$ cat config.mk
export PLATFORM = sky130hd
export DESIGN_NAME = region_memory_access_control
export DESIGN_NICKNAME = d
export VERILOG_FILES = /design/src/mpu_pkg.sv /design/src/region_memory_access_control.sv /design/src/perm_check.sv
export SDC_FILE = /design/constraint.sdc
export NUM_CORES = 2
export LEC_CHECK = 0
export BUFFER_PORTS_ARGS = -buffer_cell sky130_fd_sc_hd__buf_4
export CAP_MARGIN = 25
export CORE_ASPECT_RATIO = 0.6
export CORE_MARGIN = 4
export CORE_UTILIZATION = 30
export CTS_CLUSTER_DIAMETER = 30
export DETAILED_ROUTE_END_ITERATION = 10
export GPL_TIMING_DRIVEN = 0
export PLACE_DENSITY = 0.5
export SLEW_MARGIN = 5
export SYNTH_ARGS = -nofsm -noshare
export SYNTH_HDL_FRONTEND = slang
export SYNTH_SLANG_ARGS = --single-unit
$ cat constraint.sdc
create_clock -name ref_clk_in -period 4.06 [get_ports ref_clk_in]
set_input_delay 0.609 -clock ref_clk_in [delete_from_list [all_inputs] [get_ports ref_clk_in]]
set_output_delay 0.609 -clock ref_clk_in [all_outputs]
set_load 0.1 [all_outputs]
$ cat src/mpu_pkg.sv
// Shared constants, types and register map of the region access checker
package mpu_pkg;
  localparam int unsigned NUM_REGIONS = 8;
  localparam int unsigned ADDR_W = 32;
  localparam int unsigned DATA_W = 32;
  localparam int unsigned REG_ADDR_W = 8;

  // Register byte offsets
  localparam logic [7:0] OFF_CTRL = 8'h00;
  localparam logic [7:0] OFF_STATUS = 8'h04;
  localparam logic [7:0] OFF_MASK = 8'h08;
  localparam logic [7:0] OFF_FAULT_ADDR = 8'h0c;
  localparam logic [7:0] OFF_FAULT_INFO = 8'h10;
  localparam logic [7:0] OFF_REGION_BASE = 8'h40;
  // Each region: base, limit, attr words, 16-byte stride
  localparam logic [7:0] REGION_STRIDE = 8'h10;
  localparam logic [1:0] SUB_BASE = 2'h0;
  localparam logic [1:0] SUB_LIMIT = 2'h1;
  localparam logic [1:0] SUB_ATTR = 2'h2;

  // Attribute word fields
  localparam int unsigned ATTR_EN_BIT = 0;
  localparam int unsigned ATTR_XN_BIT = 1;
  localparam int unsigned ATTR_AP_LSB = 4;
  localparam int unsigned AP_W = 3;

  // Control bits
  localparam int unsigned CTRL_EN_BIT = 0;
  localparam int unsigned CTRL_BG_BIT = 1;
  localparam logic [1:0] CTRL_RESET = 2'h3;

  // Status bits
  localparam int unsigned ST_PERM_BIT = 0;
  localparam int unsigned ST_MISS_BIT = 1;
  localparam int unsigned ST_CFG_BIT = 2;
  localparam int unsigned ST_W = 3;

  localparam logic [DATA_W-1:0] BUS_ZERO = 32'h0000_0000;

  // Permission encodings
  typedef enum logic [2:0] {
    AP_NONE = 3'h0,
    AP_PRW = 3'h1,
    AP_PRW_URO = 3'h2,
    AP_FULL = 3'h3,
    AP_PRO = 3'h4,
    AP_RO = 3'h5
  } ap_type;

  typedef enum logic [1:0] {
    ACC_READ = 2'h0,
    ACC_WRITE = 2'h1,
    ACC_EXEC = 2'h2
  } acc_type;

  typedef struct packed {
    logic en;
    logic exec_ok;
    ap_type ap;
    logic [ADDR_W-1:0] base;
    logic [ADDR_W-1:0] limit;
  } region_type;

  // Manufacturing defaults: region 0 full span, full access, others off
  localparam region_type REGION0_DEFAULT = '{en: 1'b1, exec_ok: 1'b1, ap: AP_FULL,
    base: 32'h0000_0000, limit: 32'hffff_ffff};
  localparam region_type REGION_OFF_DEFAULT = '{en: 1'b0, exec_ok: 1'b0, ap: AP_NONE,
    base: 32'h0000_0000, limit: 32'h0000_0000};

  typedef struct packed {
    logic valid;
    logic priv;
    acc_type kind;
    logic [ADDR_W-1:0] addr;
  } access_type;

  typedef struct packed {
    logic grant;
    logic fault;
    logic miss;
  } verdict_type;
endpackage

$ cat src/region_memory_access_control.sv
`timescale 1ns/1ps
// Region based access checker with Avalon-MM configuration port
module region_memory_access_control
  import mpu_pkg::*;
#(
  parameter int unsigned REGIONS = NUM_REGIONS
) (
  input wire logic ref_clk_in,
  input wire logic rst_n_in,
  // Core access request
  input wire mpu_pkg::access_type acc_in,
  input wire logic [DATA_W-1:0] mem_rdata_in,
  output logic acc_done_out,
  output logic acc_grant_out,
  output logic acc_fault_out,
  output logic mem_we_out,
  output logic mem_re_out,
  output logic [ADDR_W-1:0] mem_addr_out,
  output logic [DATA_W-1:0] acc_rdata_out,
  input wire logic [DATA_W-1:0] acc_wdata_in,
  output logic [DATA_W-1:0] mem_wdata_out,
  // Level of the software driving the config bus
  input wire logic cfg_priv_in,
  // Avalon-MM slave
  input wire logic [REG_ADDR_W-1:0] avs_address_in,
  input wire logic avs_read_in,
  input wire logic avs_write_in,
  input wire logic [DATA_W-1:0] avs_writedata_in,
  output logic [DATA_W-1:0] avs_readdata_out,
  output logic avs_waitrequest_out,
  output logic irq_out
);
  import mpu_pkg::*;

  typedef enum logic [1:0] {
    ST_IDLE = 2'b00,
    ST_CHECK = 2'b01,
    ST_DONE = 2'b11
  } acc_state_type;

  region_type region_ff [REGIONS];
  region_type nxt_region [REGIONS];
  logic [1:0] ctrl_ff, nxt_ctrl;
  logic [ST_W-1:0] status_ff, nxt_status;
  logic [ST_W-1:0] mask_ff, nxt_mask;
  logic [ADDR_W-1:0] fault_addr_ff, nxt_fault_addr;
  logic [3:0] fault_info_ff, nxt_fault_info;
  logic irq_ff, nxt_irq;
  logic [DATA_W-1:0] rdata_ff, nxt_rdata;
  logic ack_ff, nxt_ack;

  acc_state_type state_ff, nxt_state;
  access_type req_ff, nxt_req;
  logic done_ff, nxt_done;
  logic grant_ff, nxt_grant;
  logic fault_ff, nxt_fault;
  logic we_ff, nxt_we;
  logic re_ff, nxt_re;
  logic [DATA_W-1:0] wdata_ff, nxt_wdata;
  logic [DATA_W-1:0] ardata_ff, nxt_ardata;

  logic [REGIONS-1:0] hit;
  region_type sel;
  logic any_hit;
  logic region_allow;
  logic verdict_allow;
  logic verdict_miss;

  // Address match per region
  genvar g;
  generate
    for (g = 0; g < REGIONS; g++) begin : g_match
      assign hit[g] = region_ff[g].en && (req_ff.addr >= region_ff[g].base)
        && (req_ff.addr <= region_ff[g].limit);
    end
  endgenerate

  // Priority pick, later index overrides earlier
  always_comb begin
    sel = REGION_OFF_DEFAULT;
    any_hit = 1'b0;
    for (int i = 0; i < REGIONS; i++) begin
      if (hit[i]) begin
        sel = region_ff[i];
        any_hit = 1'b1;
      end
    end
  end

  perm_check u_perm (
    .ap_in(sel.ap),
    .exec_ok_in(sel.exec_ok),
    .priv_in(req_ff.priv),
    .kind_in(req_ff.kind),
    .allow_out(region_allow)
  );

  // Final verdict; control bits, region hit and attributes, level and access kind are the inputs
  always_comb begin
    verdict_miss = !any_hit;
    if (!ctrl_ff[CTRL_EN_BIT]) begin
      verdict_allow = 1'b1; // Checker off: pass-through
    end else if (any_hit) begin
      verdict_allow = region_allow;
    end else begin
      verdict_allow = req_ff.priv && ctrl_ff[CTRL_BG_BIT];
    end
  end

  // Access sequencer: capture, check, then issue or block
  always_comb begin
    nxt_state = state_ff;
    nxt_req = req_ff;
    nxt_done = 1'b0;
    nxt_grant = 1'b0;
    nxt_fault = 1'b0;
    nxt_we = 1'b0;
    nxt_re = 1'b0;
    nxt_wdata = wdata_ff;
    nxt_ardata = ardata_ff;
    unique case (state_ff)
      ST_IDLE: begin
        if (acc_in.valid) begin
          nxt_req = acc_in;
          nxt_wdata = acc_wdata_in;
          nxt_state = ST_CHECK;
        end
      end
      ST_CHECK: begin
        // Memory strobes only after verdict is known
        if (verdict_allow) begin
          nxt_we = (req_ff.kind == ACC_WRITE);
          nxt_re = (req_ff.kind != ACC_WRITE);
        end
        nxt_grant = verdict_allow;
        nxt_fault = !verdict_allow;
        nxt_state = ST_DONE;
      end
      ST_DONE: begin
        // Data returns only on grant, else zero
        nxt_ardata = grant_ff && re_ff ? mem_rdata_in : BUS_ZERO;
        nxt_grant = grant_ff;
        nxt_fault = fault_ff;
        nxt_done = 1'b1;
        nxt_state = ST_IDLE;
      end
      default: nxt_state = ST_IDLE;
    endcase
  end

  always_ff @(posedge ref_clk_in) begin
    if (!rst_n_in) begin
      state_ff <= ST_IDLE;
      req_ff <= '0;
      done_ff <= 1'b0;
      grant_ff <= 1'b0;
      fault_ff <= 1'b0;
      we_ff <= 1'b0;
      re_ff <= 1'b0;
      wdata_ff <= BUS_ZERO;
      ardata_ff <= BUS_ZERO;
    end else begin
      state_ff <= nxt_state;
      req_ff <= nxt_req;
      done_ff <= nxt_done;
      grant_ff <= nxt_grant;
      fault_ff <= nxt_fault;
      we_ff <= nxt_we;
      re_ff <= nxt_re;
      wdata_ff <= nxt_wdata;
      ardata_ff <= nxt_ardata;
    end
  end

  // Register bus decode
  logic bus_req;
  logic [7:0] reg_idx;
  logic [2:0] rsel;
  logic [1:0] rsub;
  logic rhit;
  logic fault_evt;
  logic bus_wr;
  logic region_wr;
  logic [DATA_W-1:0] attr_word [REGIONS];

  assign bus_req = (avs_read_in || avs_write_in) && !ack_ff;
  assign reg_idx = avs_address_in - OFF_REGION_BASE;
  assign rsel = reg_idx[6:4];
  assign rsub = reg_idx[3:2];
  // Offset window covers all eight slots, not only the lower four
  assign rhit = (avs_address_in >= OFF_REGION_BASE) && (reg_idx[7] == 1'b0)
    && (rsub != 2'h3);
  assign fault_evt = state_ff == ST_CHECK && !verdict_allow;
  // Writes land at the completing edge, the one with waitrequest low
  assign bus_wr = avs_write_in && ack_ff;
  assign region_wr = bus_wr && cfg_priv_in && rhit;

  // Per-region next value and read-back word
  generate
    for (g = 0; g < REGIONS; g++) begin : g_region
      assign attr_word[g] = {25'h0, region_ff[g].ap, 2'h0, !region_ff[g].exec_ok,
        region_ff[g].en};
      always_comb begin
        nxt_region[g] = region_ff[g];
        // Only a privileged write to this slot changes it
        if (region_wr && (rsel == 3'(g))) begin
          unique case (rsub)
            SUB_BASE: nxt_region[g].base = avs_writedata_in;
            SUB_LIMIT: nxt_region[g].limit = avs_writedata_in;
            default: begin
              nxt_region[g].en = avs_writedata_in[ATTR_EN_BIT];
              nxt_region[g].exec_ok = !avs_writedata_in[ATTR_XN_BIT];
              nxt_region[g].ap = ap_type'(avs_writedata_in[ATTR_AP_LSB +: AP_W]);
            end
          endcase
        end
      end
    end
  endgenerate

  // Config writes, reads and sticky status
  always_comb begin
    nxt_ctrl = ctrl_ff;
    nxt_mask = mask_ff;
    nxt_status = status_ff;
    nxt_fault_addr = fault_addr_ff;
    nxt_fault_info = fault_info_ff;
    nxt_rdata = BUS_ZERO;
    nxt_ack = bus_req; // One wait cycle per access
    // Region slots are written in their own per-slot logic
    if (bus_wr) begin
      if (avs_address_in == OFF_STATUS) begin
        nxt_status = status_ff & ~avs_writedata_in[ST_W-1:0];
      end else if (!cfg_priv_in) begin
        nxt_status[ST_CFG_BIT] = 1'b1;
      end else if (avs_address_in == OFF_CTRL) begin
        nxt_ctrl = avs_writedata_in[1:0];
      end else if (avs_address_in == OFF_MASK) begin
        nxt_mask = avs_writedata_in[ST_W-1:0];
      end
    end
    if (bus_req && avs_read_in) begin
      if (avs_address_in == OFF_CTRL) begin
        nxt_rdata = {30'h0, ctrl_ff};
      end else if (avs_address_in == OFF_STATUS) begin
        nxt_rdata = {29'h0, status_ff};
      end else if (avs_address_in == OFF_MASK) begin
        nxt_rdata = {29'h0, mask_ff};
      end else if (avs_address_in == OFF_FAULT_ADDR) begin
        nxt_rdata = fault_addr_ff;
      end else if (avs_address_in == OFF_FAULT_INFO) begin
        nxt_rdata = {28'h0, fault_info_ff};
      end else if (rhit) begin
        unique case (rsub)
          SUB_BASE: nxt_rdata = region_ff[rsel].base;
          SUB_LIMIT: nxt_rdata = region_ff[rsel].limit;
          default: nxt_rdata = attr_word[rsel];
        endcase
      end
    end
    // Events after clear so a same-cycle set wins
    if (fault_evt) begin
      nxt_status[ST_PERM_BIT] = 1'b1;
      nxt_status[ST_MISS_BIT] = status_ff[ST_MISS_BIT] | verdict_miss;
      nxt_fault_addr = req_ff.addr;
      nxt_fault_info = {req_ff.priv, verdict_miss, req_ff.kind};
    end
    nxt_irq = |(nxt_status & mask_ff);
  end

  // Region state: defaults stand in for manufacturing values
  always_ff @(posedge ref_clk_in) begin
    if (!rst_n_in) begin
      for (int i = 0; i < REGIONS; i++) begin
        region_ff[i] <= (i == 0) ? REGION0_DEFAULT : REGION_OFF_DEFAULT;
      end
      ctrl_ff <= CTRL_RESET;
      mask_ff <= '0;
      status_ff <= '0;
      fault_addr_ff <= '0;
      fault_info_ff <= '0;
      irq_ff <= 1'b0;
      rdata_ff <= BUS_ZERO;
      ack_ff <= 1'b0;
    end else begin
      region_ff <= nxt_region;
      ctrl_ff <= nxt_ctrl;
      mask_ff <= nxt_mask;
      status_ff <= nxt_status;
      fault_addr_ff <= nxt_fault_addr;
      fault_info_ff <= nxt_fault_info;
      irq_ff <= nxt_irq;
      rdata_ff <= nxt_rdata;
      ack_ff <= nxt_ack;
    end
  end

  // Waitrequest raised until the registered answer is ready
  logic wait_ff, nxt_wait;
  always_comb begin
    nxt_wait = !((avs_read_in || avs_write_in) && !ack_ff);
  end
  always_ff @(posedge ref_clk_in) begin
    if (!rst_n_in) begin
      wait_ff <= 1'b1;
    end else begin
      wait_ff <= nxt_wait;
    end
  end

  assign acc_done_out = done_ff;
  assign acc_grant_out = grant_ff;
  assign acc_fault_out = fault_ff;
  assign mem_we_out = we_ff;
  assign mem_re_out = re_ff;
  assign mem_addr_out = req_ff.addr;
  assign mem_wdata_out = wdata_ff;
  assign acc_rdata_out = ardata_ff;
  assign avs_readdata_out = rdata_ff;
  assign avs_waitrequest_out = wait_ff;
  assign irq_out = irq_ff;
endmodule

$ cat src/perm_check.sv
`timescale 1ns/1ps
// Combinational permission decoder for one resolved region attribute
module perm_check
  import mpu_pkg::*;
(
  input wire mpu_pkg::ap_type ap_in,
  input wire logic exec_ok_in,
  input wire logic priv_in,
  input wire mpu_pkg::acc_type kind_in,
  output logic allow_out
);
  logic rd_ok;
  logic wr_ok;

  // Permission table, separate read and write rights per level
  always_comb begin
    rd_ok = 1'b0;
    wr_ok = 1'b0;
    unique case (ap_in)
      AP_NONE: begin
        rd_ok = 1'b0;
      end
      AP_PRW: begin
        rd_ok = priv_in;
        wr_ok = priv_in;
      end
      AP_PRW_URO: begin
        rd_ok = 1'b1;
        wr_ok = priv_in;
      end
      AP_FULL: begin
        rd_ok = 1'b1;
        wr_ok = 1'b1;
      end
      AP_PRO: begin
        rd_ok = priv_in;
      end
      AP_RO: begin
        rd_ok = 1'b1;
      end
      default: begin
        rd_ok = 1'b0; // Unused codes deny everything
      end
    endcase
  end

  // Execute needs read right plus fetch enable
  always_comb begin
    unique case (kind_in)
      ACC_READ: allow_out = rd_ok;
      ACC_WRITE: allow_out = wr_ok;
      ACC_EXEC: allow_out = rd_ok && exec_ok_in;
      default: allow_out = 1'b0;
    endcase
  end
endmodule

# After elaboration in Yosys (flattened, before gate mapping)
# Index checks and enable logic that the tools add are counted.
totals:
  out_inout_bits: 135
  n_memories: 0
  romBits: 0
  reg_bits: 737
  input_bits: 145
  latch_bits: 0
  wordCells: 251
  mem_bits_rw: 0
op_classes:
  n_shift: 0
  add_sub_neg: 1
  div_mod_pow: 0
  mux: 45
  n_eq_ne: 24
  n_reduce_logical: 90
  order_cmp: 18
  multipliers: 0
  bitwise_logic: 11
op_table:
  columns: ["operator", "count"]
  rows:
  - ["$mux W68", 8]
  - ["$ge A32 B32 Y1", 8]
  - ["$le A32 B32 Y1", 8]
  - ["$bmux W69 S3", 1]
  - ["$mux W32", 6]
  - ["$mux W64", 2]
  - ["$bmux W32 S3", 1]
  - ["$pmux W32 S2", 1]
  - ["$reduce_and A2 Y1", 26]
  - ["$logic_and A1 B1 Y1", 35]
  - ["$eq A3 B3 Y1 const B", 6]
  - ["$eq A8 B4 Y1 const B", 2]
  - ["$logic_not A1 Y1", 13]
  - ["$mux W1", 13]
  - ["$eq A3 B2 Y1 const B", 4]
  - ["$mux W3", 3]
  - ["$reduce_or A3 Y1", 3]
  - ["$eq A8 B3 Y1 const B", 1]
  - ["$eq A8 B5 Y1 const B", 1]
  - ["$ge A8 B7 Y1 const B", 1]
  - ["$logic_not A8 Y1", 1]
  - ["$mux W2", 4]
  - ["$pmux W1 S2", 4]
  - ["$sub A8 B7 Y8 const B", 1]
  - ["21 further kinds", 36]

# Depth between registers and ports, before layout
depth:
  ltp_word: 23
  ltp_mapped: 18
  mapped_depth_nobuf: 15

# Modules after synthesis
# From an unflattened synthesis, not the netlist that was laid out.
hier_totals:
  hier_cells: 5322
  area_unflattened_um2: 44964.4
by_module_without_submodules:
  columns: ["module", "area_each_um2", "seq_area_each_um2", "cells_per_inst", "instances"]
  rows:
  - ["region_memory_access_control", 44919.3, 14754.2, 5316, 1]
  - ["perm_check", 45.0, 0.0, 6, 1]

# Least setup slack after synthesis
# Ideal clock, no wire load.
synth_timing:
  path_kind: "register -> register"
  from: "register req_ff, in the netlist mem_addr_out[23]"
  to: "register irq_ff (netlist: irq_out)"
  setup_ns: 0.124
  required_ns: 3.936
  path_slack_ns: -0.029
  stages_incl_launch_ff: 17
  synth_period_minus_slack_ns: 4.089
  path_buffers: 2
  arrival_ns: 3.965
  path_cell_list: "dfxtp_1 > ha_1 > a2111oi_2 > a2111o_1 > a21oi_1 > o41a_1 > a41oi_2 > nor2_2 > a2111o_1 > a31o_1 > and2_1 > a2111oi_4 > a21oi_4 > buf_6 > buf_8 > o211ai_2 > nand3_1"
synth_between:
  elab_chain_cells: 23
  word_cells_on_any_way: 69
  classes_between: "order compare: 16; eq/ne: 5; mux: 22; bitwise: 2; reduce/logical: 24"
synth_lines:
  columns: ["item", "line", "rtl"]
  rows:
  - ["start, declared", "region_memory_access_control.sv:53", "access_type req_ff, nxt_req;"]
  - ["start signal, assigned", "region_memory_access_control.sv:164", "req_ff <= nxt_req;"]
  - ["$ge A32 B32 Y1", "region_memory_access_control.sv:73", "assign hit[g] = region_ff[g].en && (req_ff.addr >= region_ff[g].base)"]
  - ["$logic_and A1 B1 Y1", "region_memory_access_control.sv:73", null]
  - ["$logic_and A1 B1 Y1", "region_memory_access_control.sv:74", "&& (req_ff.addr <= region_ff[g].limit);"]
  - ["$mux W68 (8 in series)", "region_memory_access_control.sv:83", "if (hit[i]) begin"]
  - ["$eq A3 B2 Y1, or another cell as far along", "perm_check.sv:19", "unique case (ap_in)"]
  - ["$reduce_or A3 Y1 (no line) / $reduce_or A2 Y1 (equally long branches)", null, null]
  - ["$pmux W1 S2", "perm_check.sv:19", null]
  - ["$logic_and A1 B1 Y1", "perm_check.sv:52", "ACC_EXEC: allow_out = rd_ok && exec_ok_in;"]
  - ["$pmux W1 S3", "perm_check.sv:49", "unique case (kind_in)"]
  - ["$mux W1", "region_memory_access_control.sv:103", "end else if (any_hit) begin"]
  - ["$mux W1", "region_memory_access_control.sv:101", "if (!ctrl_ff[CTRL_EN_BIT]) begin"]
  - ["$logic_not A1 Y1", "region_memory_access_control.sv:193", "assign fault_evt = state_ff == ST_CHECK && !verdict_allow;"]
  - ["$logic_and A1 B1 Y1", "region_memory_access_control.sv:193", null]
  - ["$mux W2 *", "region_memory_access_control.sv:262", "if (fault_evt) begin"]
  - ["$and A3 B3 Y3 *", "region_memory_access_control.sv:268", "nxt_irq = |(nxt_status & mask_ff);"]
  - ["$reduce_or A3 Y1 *", "region_memory_access_control.sv:268", null]
  - ["end signal, assigned", "region_memory_access_control.sv:292", "irq_ff <= nxt_irq;"]
  - ["end, declared", "region_memory_access_control.sv:48", "logic irq_ff, nxt_irq;"]
# Every way passes the cells marked *; elsewhere a longest branch is shown, timed or not.
# A chain may end at the register's enable or synchronous reset.

# Final worst setup path
layout_timing:
  from: "register req_ff, in the netlist mem_addr_out[0]"
  to: "register irq_ff (netlist: irq_out)"
# Same word-level chain as after synthesis.

==> summary.md <==
| Metric | Value |
|---|---|
| Outcome | `finished with violations` |
| Failing checks | `setup timing` |
| Multi-input logic area | `27500 sq um` |
| NetSw | `7.35 mW` |
| Primary FF master, synth | `dfxtp_1` |
| Worst rel slew slack | `21.0%` |
| DRT antenna net count | `0` |
| Synth cell types | `77` |
| Final WL | `219 mm` |
| Worst path most repeated cell | `buf_12` |
| Routed vias | `43.9k` |
| Critical path's slowest cell | `a221oi_4` |
| First-pass GRT wire length | `299 mm` |
| I/O Buffers | `246` |
| Register area share after synthesis | `32.8%` |
| Post-synthesis net count | `6024` |
| Worst slew pin tran | `1.19 ns` |
| Post-synth ARST share | `0%` |
| Static leakage power | `21.7 nW` |
| WL per Instance | `26.9 um` |
| Post-DP Area | `50100 sq um` |
| Cell taking the most area after synthesis | `dfxtp_1` |
| Root buf cell | `clkbuf_16` |
| Final setup viols | `43` |
| Via density | `5.41` |
| Max-Cap Viols | `0` |
| Initial Util | `30.4%` |
| Tmin final | `4.51 ns` |
| Register bit count reported by yosys | `737` |
| Worst IR Drop VDD | `0.000449 V` |
| Synthesis warning total | `0` |
| All-layer global routing usage | `26.8%` |
| Synth area leaders | `dfxtp_1, ha_1, nand2_1, a21boi_0, mux4_2` |
| Hpwl dp | `172 mm` |
| Post-Syn Instances | `5366` |
| Clk slew on worst S/H paths | `0.05 ns` |
| Die Wd | `508 um` |
| CTS Buf Count | `157` |
| Sw Ratio | `29.2%` |
| Worst clock skew | `0.0284 ns` |
| DRC viols | `0` |
| CORE AREA | `148000 sq um` |
| Final hold vios | `0` |
| WP buf/inv | `5` |
| Synth Cell Area | `45000 sq um` |
| RSZ-0062 raised after global routing | `true` |
| RePlAce Congestion | `1.00` |
| Initial antenna violation count | `38` |
| CTS Sinks | `737` |
| Clock power share | `55.1%` |
| Post-route design area | `58200 sq um` |
| I/O pin cnt | `280` |
| Share of cells above drive strength 1 | `17.7%` |
| Total grt overflow | `0` |
| Fillers | `15.0k` |
| Setup TNS | `-16.71 ns` |
| Post-synth EDFFs | `0` |
| Hold/Removal Path Class | `in2reg` |
| Vias in the first global route | `39.6k` |
| Post-Place Worst Slack | `-2.09 ns` |
| Die area | `157000 sq um` |
| H-tree Lvls | `4` |
| Period utilization | `111%` |
| Layout Nets | `6633` |
| Int Pwr | `17.8 mW` |
| Skew-Pair Late Insertion Delay | `0.79 ns` |
| Worst-path cell chain | `clkinvlp_4, buf_12, buf_16, ha_4, nand2b_4, a2111oi_2, or3_1, a21oi_2, o211ai_1, a221oi_4, or3b_4, a22oi_2, o311ai_2, a2111oi_4, a21oi_4, buf_12, buf_12, o211ai_4, nand3_2` |
| # rows | `109` |
| Post-layout util | `39.3%` |
| Logic gate share of total power | `15.3%` |
| Startpoint types | `register` |
| Chip height | `308 um` |
| WP data required | `4.72 ns` |
| Critical path class | `reg2reg` |
| CTS tree | `yes` |
| Final Worst Setup Slack | `-0.453 ns` |
| Area delta synth->final | `29.2%` |
| Post-synth top area share | `32.8%` |
| Highest Clock Rate | `222 MHz` |
| WP data arrival | `5.17 ns` |
| Crit path capture type | `register` |
| DRT iter0 DRCs | `5808` |
| Final slew viol count | `0` |
| CTS Hold Buffers Added | `0` |
| Drt pass-1 iters | `7` |
| Register area | `14900 sq um` |
| Crit-path leading delay family | `compound AO/OA/AOI/OAI gates` |
| Sequential share of power | `29.6%` |
| Clk buf depth | `3` |
| Maximum net fanout on the critical path | `6` |
| Syn avg cell area | `8.39 sq um` |
| Largest net degree at the start of global routing | `20` |
| PD cells | `432 nW/um^2` |
| Crit-path max cell delay | `0.57 ns` |
[power groups by stage]
stage	combinational, mW	clock, mW	sequential (mW)
2_1_floorplan	1.76	0	7.74
3_3_place_gp	3.02	0	7.72
3_5_place_dp	3.16	0	7.69
4_1_cts	3.54	14.0	7.46
5_1_grt	4.04	14.3	7.45
6_report	3.84	13.8	7.45
[sequential cells by signal, summed over array words and instances, names as in the netlist, 2 cells and up]
register / flops
mem_wdata_out: 32
region_ff: 520
state_ff: 2
mem_addr_out: 32
fault_info_ff: 4
fault_addr_ff: 32
mask_ff: 3
attr_word: 32
ctrl_ff: 2
avs_readdata_out: 32
acc_rdata_out: 32
status_ff: 3
req_ff: 3
[kinds of logic (layout without fill, tap and decap cells)]
| family | count (synthesis) | after routing | share of synthesized area (%) |
|---|---|---|---|
| AOI/OAI and AO/OA | 1174 | 1174 | 18.3 |
| adders and majority gates | 513 | 513 | 14.2 |
| buffers and inverters | 886 | 1624 | 7.73 |
| DFF | 737 | 737 | 32.8 |
| muxes | 235 | 235 | 9.83 |
| other | 0 | 13 | 0 |
| and+or+nand+nor | 1821 | 1821 | 17.1 |
[synthesized netlist by cell type (all sizes together), types with 7 or more instances]
library cell	number
clkbuf	304
nor3b	8
nand3	72
nor2	119
a21oi	185
o211ai	57
buf	56
a221oi	10
a21o	37
mux4	166
o21a	13
or2	7
ha	513
dfxtp	737
and2	16
nor4	12
o21ai	113
a211oi	28
nor2b	100
mux2i	69
nand4	78
a22oi	66
a21boi	573
inv	526
o31ai	7
nand2b	18
and3	13
nor3	31
a2111oi	13
a31oi	9
nand2	1328
[routing by layer]
metal  vias up  wire length, um  global-route usage, %
li1      19700                -                      -
met1     21400           101000                   41.3
met2      2509            77700                   33.1
met3       270            35300                   11.5
met4         4             4310                   6.25
met5         -               23                      0
[worst reg2reg max path: stages, from the launching register on]
cell and delay, ns:
dfxtp_4 0.36, clkinvlp_4 0.09, buf_12 0.15, buf_16 0.16
ha_4 0.26, nand2b_4 0.11, a2111oi_2 0.05, or3_1 0.32
a21oi_2 0.22, o211ai_1 0.19, a221oi_4 0.57, or3b_4 0.44
a22oi_2 0.25, o311ai_2 0.14, a2111oi_4 0.45, a21oi_4 0.11
buf_12 0.17, buf_12 0.15, o211ai_4 0.15, nand3_2 0.09
[placed cells by master (no fill, tap or decap), drive strengths merged, types with 23 or more instances in the layout]
cell type / n
nand2: 1328
dfxtp: 737
a21boi: 573
inv: 539
ha: 513
clkbuf: 511
buf: 501
a21oi: 185
mux4: 166
nor2: 119
o21ai: 113
nor2b: 100
nand4: 78
nand3: 72
mux2i: 69
a22oi: 66
o211ai: 57
a21o: 37
nor3: 31
clkinv: 31
a211oi: 28
bufinv: 23
[timing repair]
item / 4_1_cts / 5_1_grt
setup endpoints to repair: 470 / 198
gates resized for setup: 121 / 85
pin swaps: 31 / 43
cloned: 2 / 2
buffers inserted: 91 / 66
[cell type report]
type	count	share of cell area, %
multi-input cells	3743	47.3
flip-flops and latches	737	25.6
clock buffers	203	7.44
repair buffers	454	7.13
well taps	1998	4.29
inverters	526	3.40
plain buffers	356	2.65
clock inverters	85	2.23
diodes	13	0.0559
[path summary, 6_finish.rpt]
path	startpoint	end	slack, ns	depth (start not counted)
max	mem_addr_out[0]	irq_out	-0.45	19
min	acc_in[17]	mem_addr_out[17]	0.06	3
max reg2reg	mem_addr_out[0]	irq_out	-0.45	19
min reg2reg	region_ff[415]	region_ff[415]	0.46	2
[per-stage QoR]
stage | total power [mW] | hold WS [ns] | std cells
after detailed placement | 10.8 | 0.450 | 7651
after CTS | 25.0 | 0.00225 | 8029
final | 25.1 | 0.0650 | 8115
after floorplan | 9.50 | 0.429 | 5366
after global placement | 10.7 | 0.448 | 7610
after global routing | 25.8 | 0.0414 | 8108
Power figures use the tool's default switching activity.
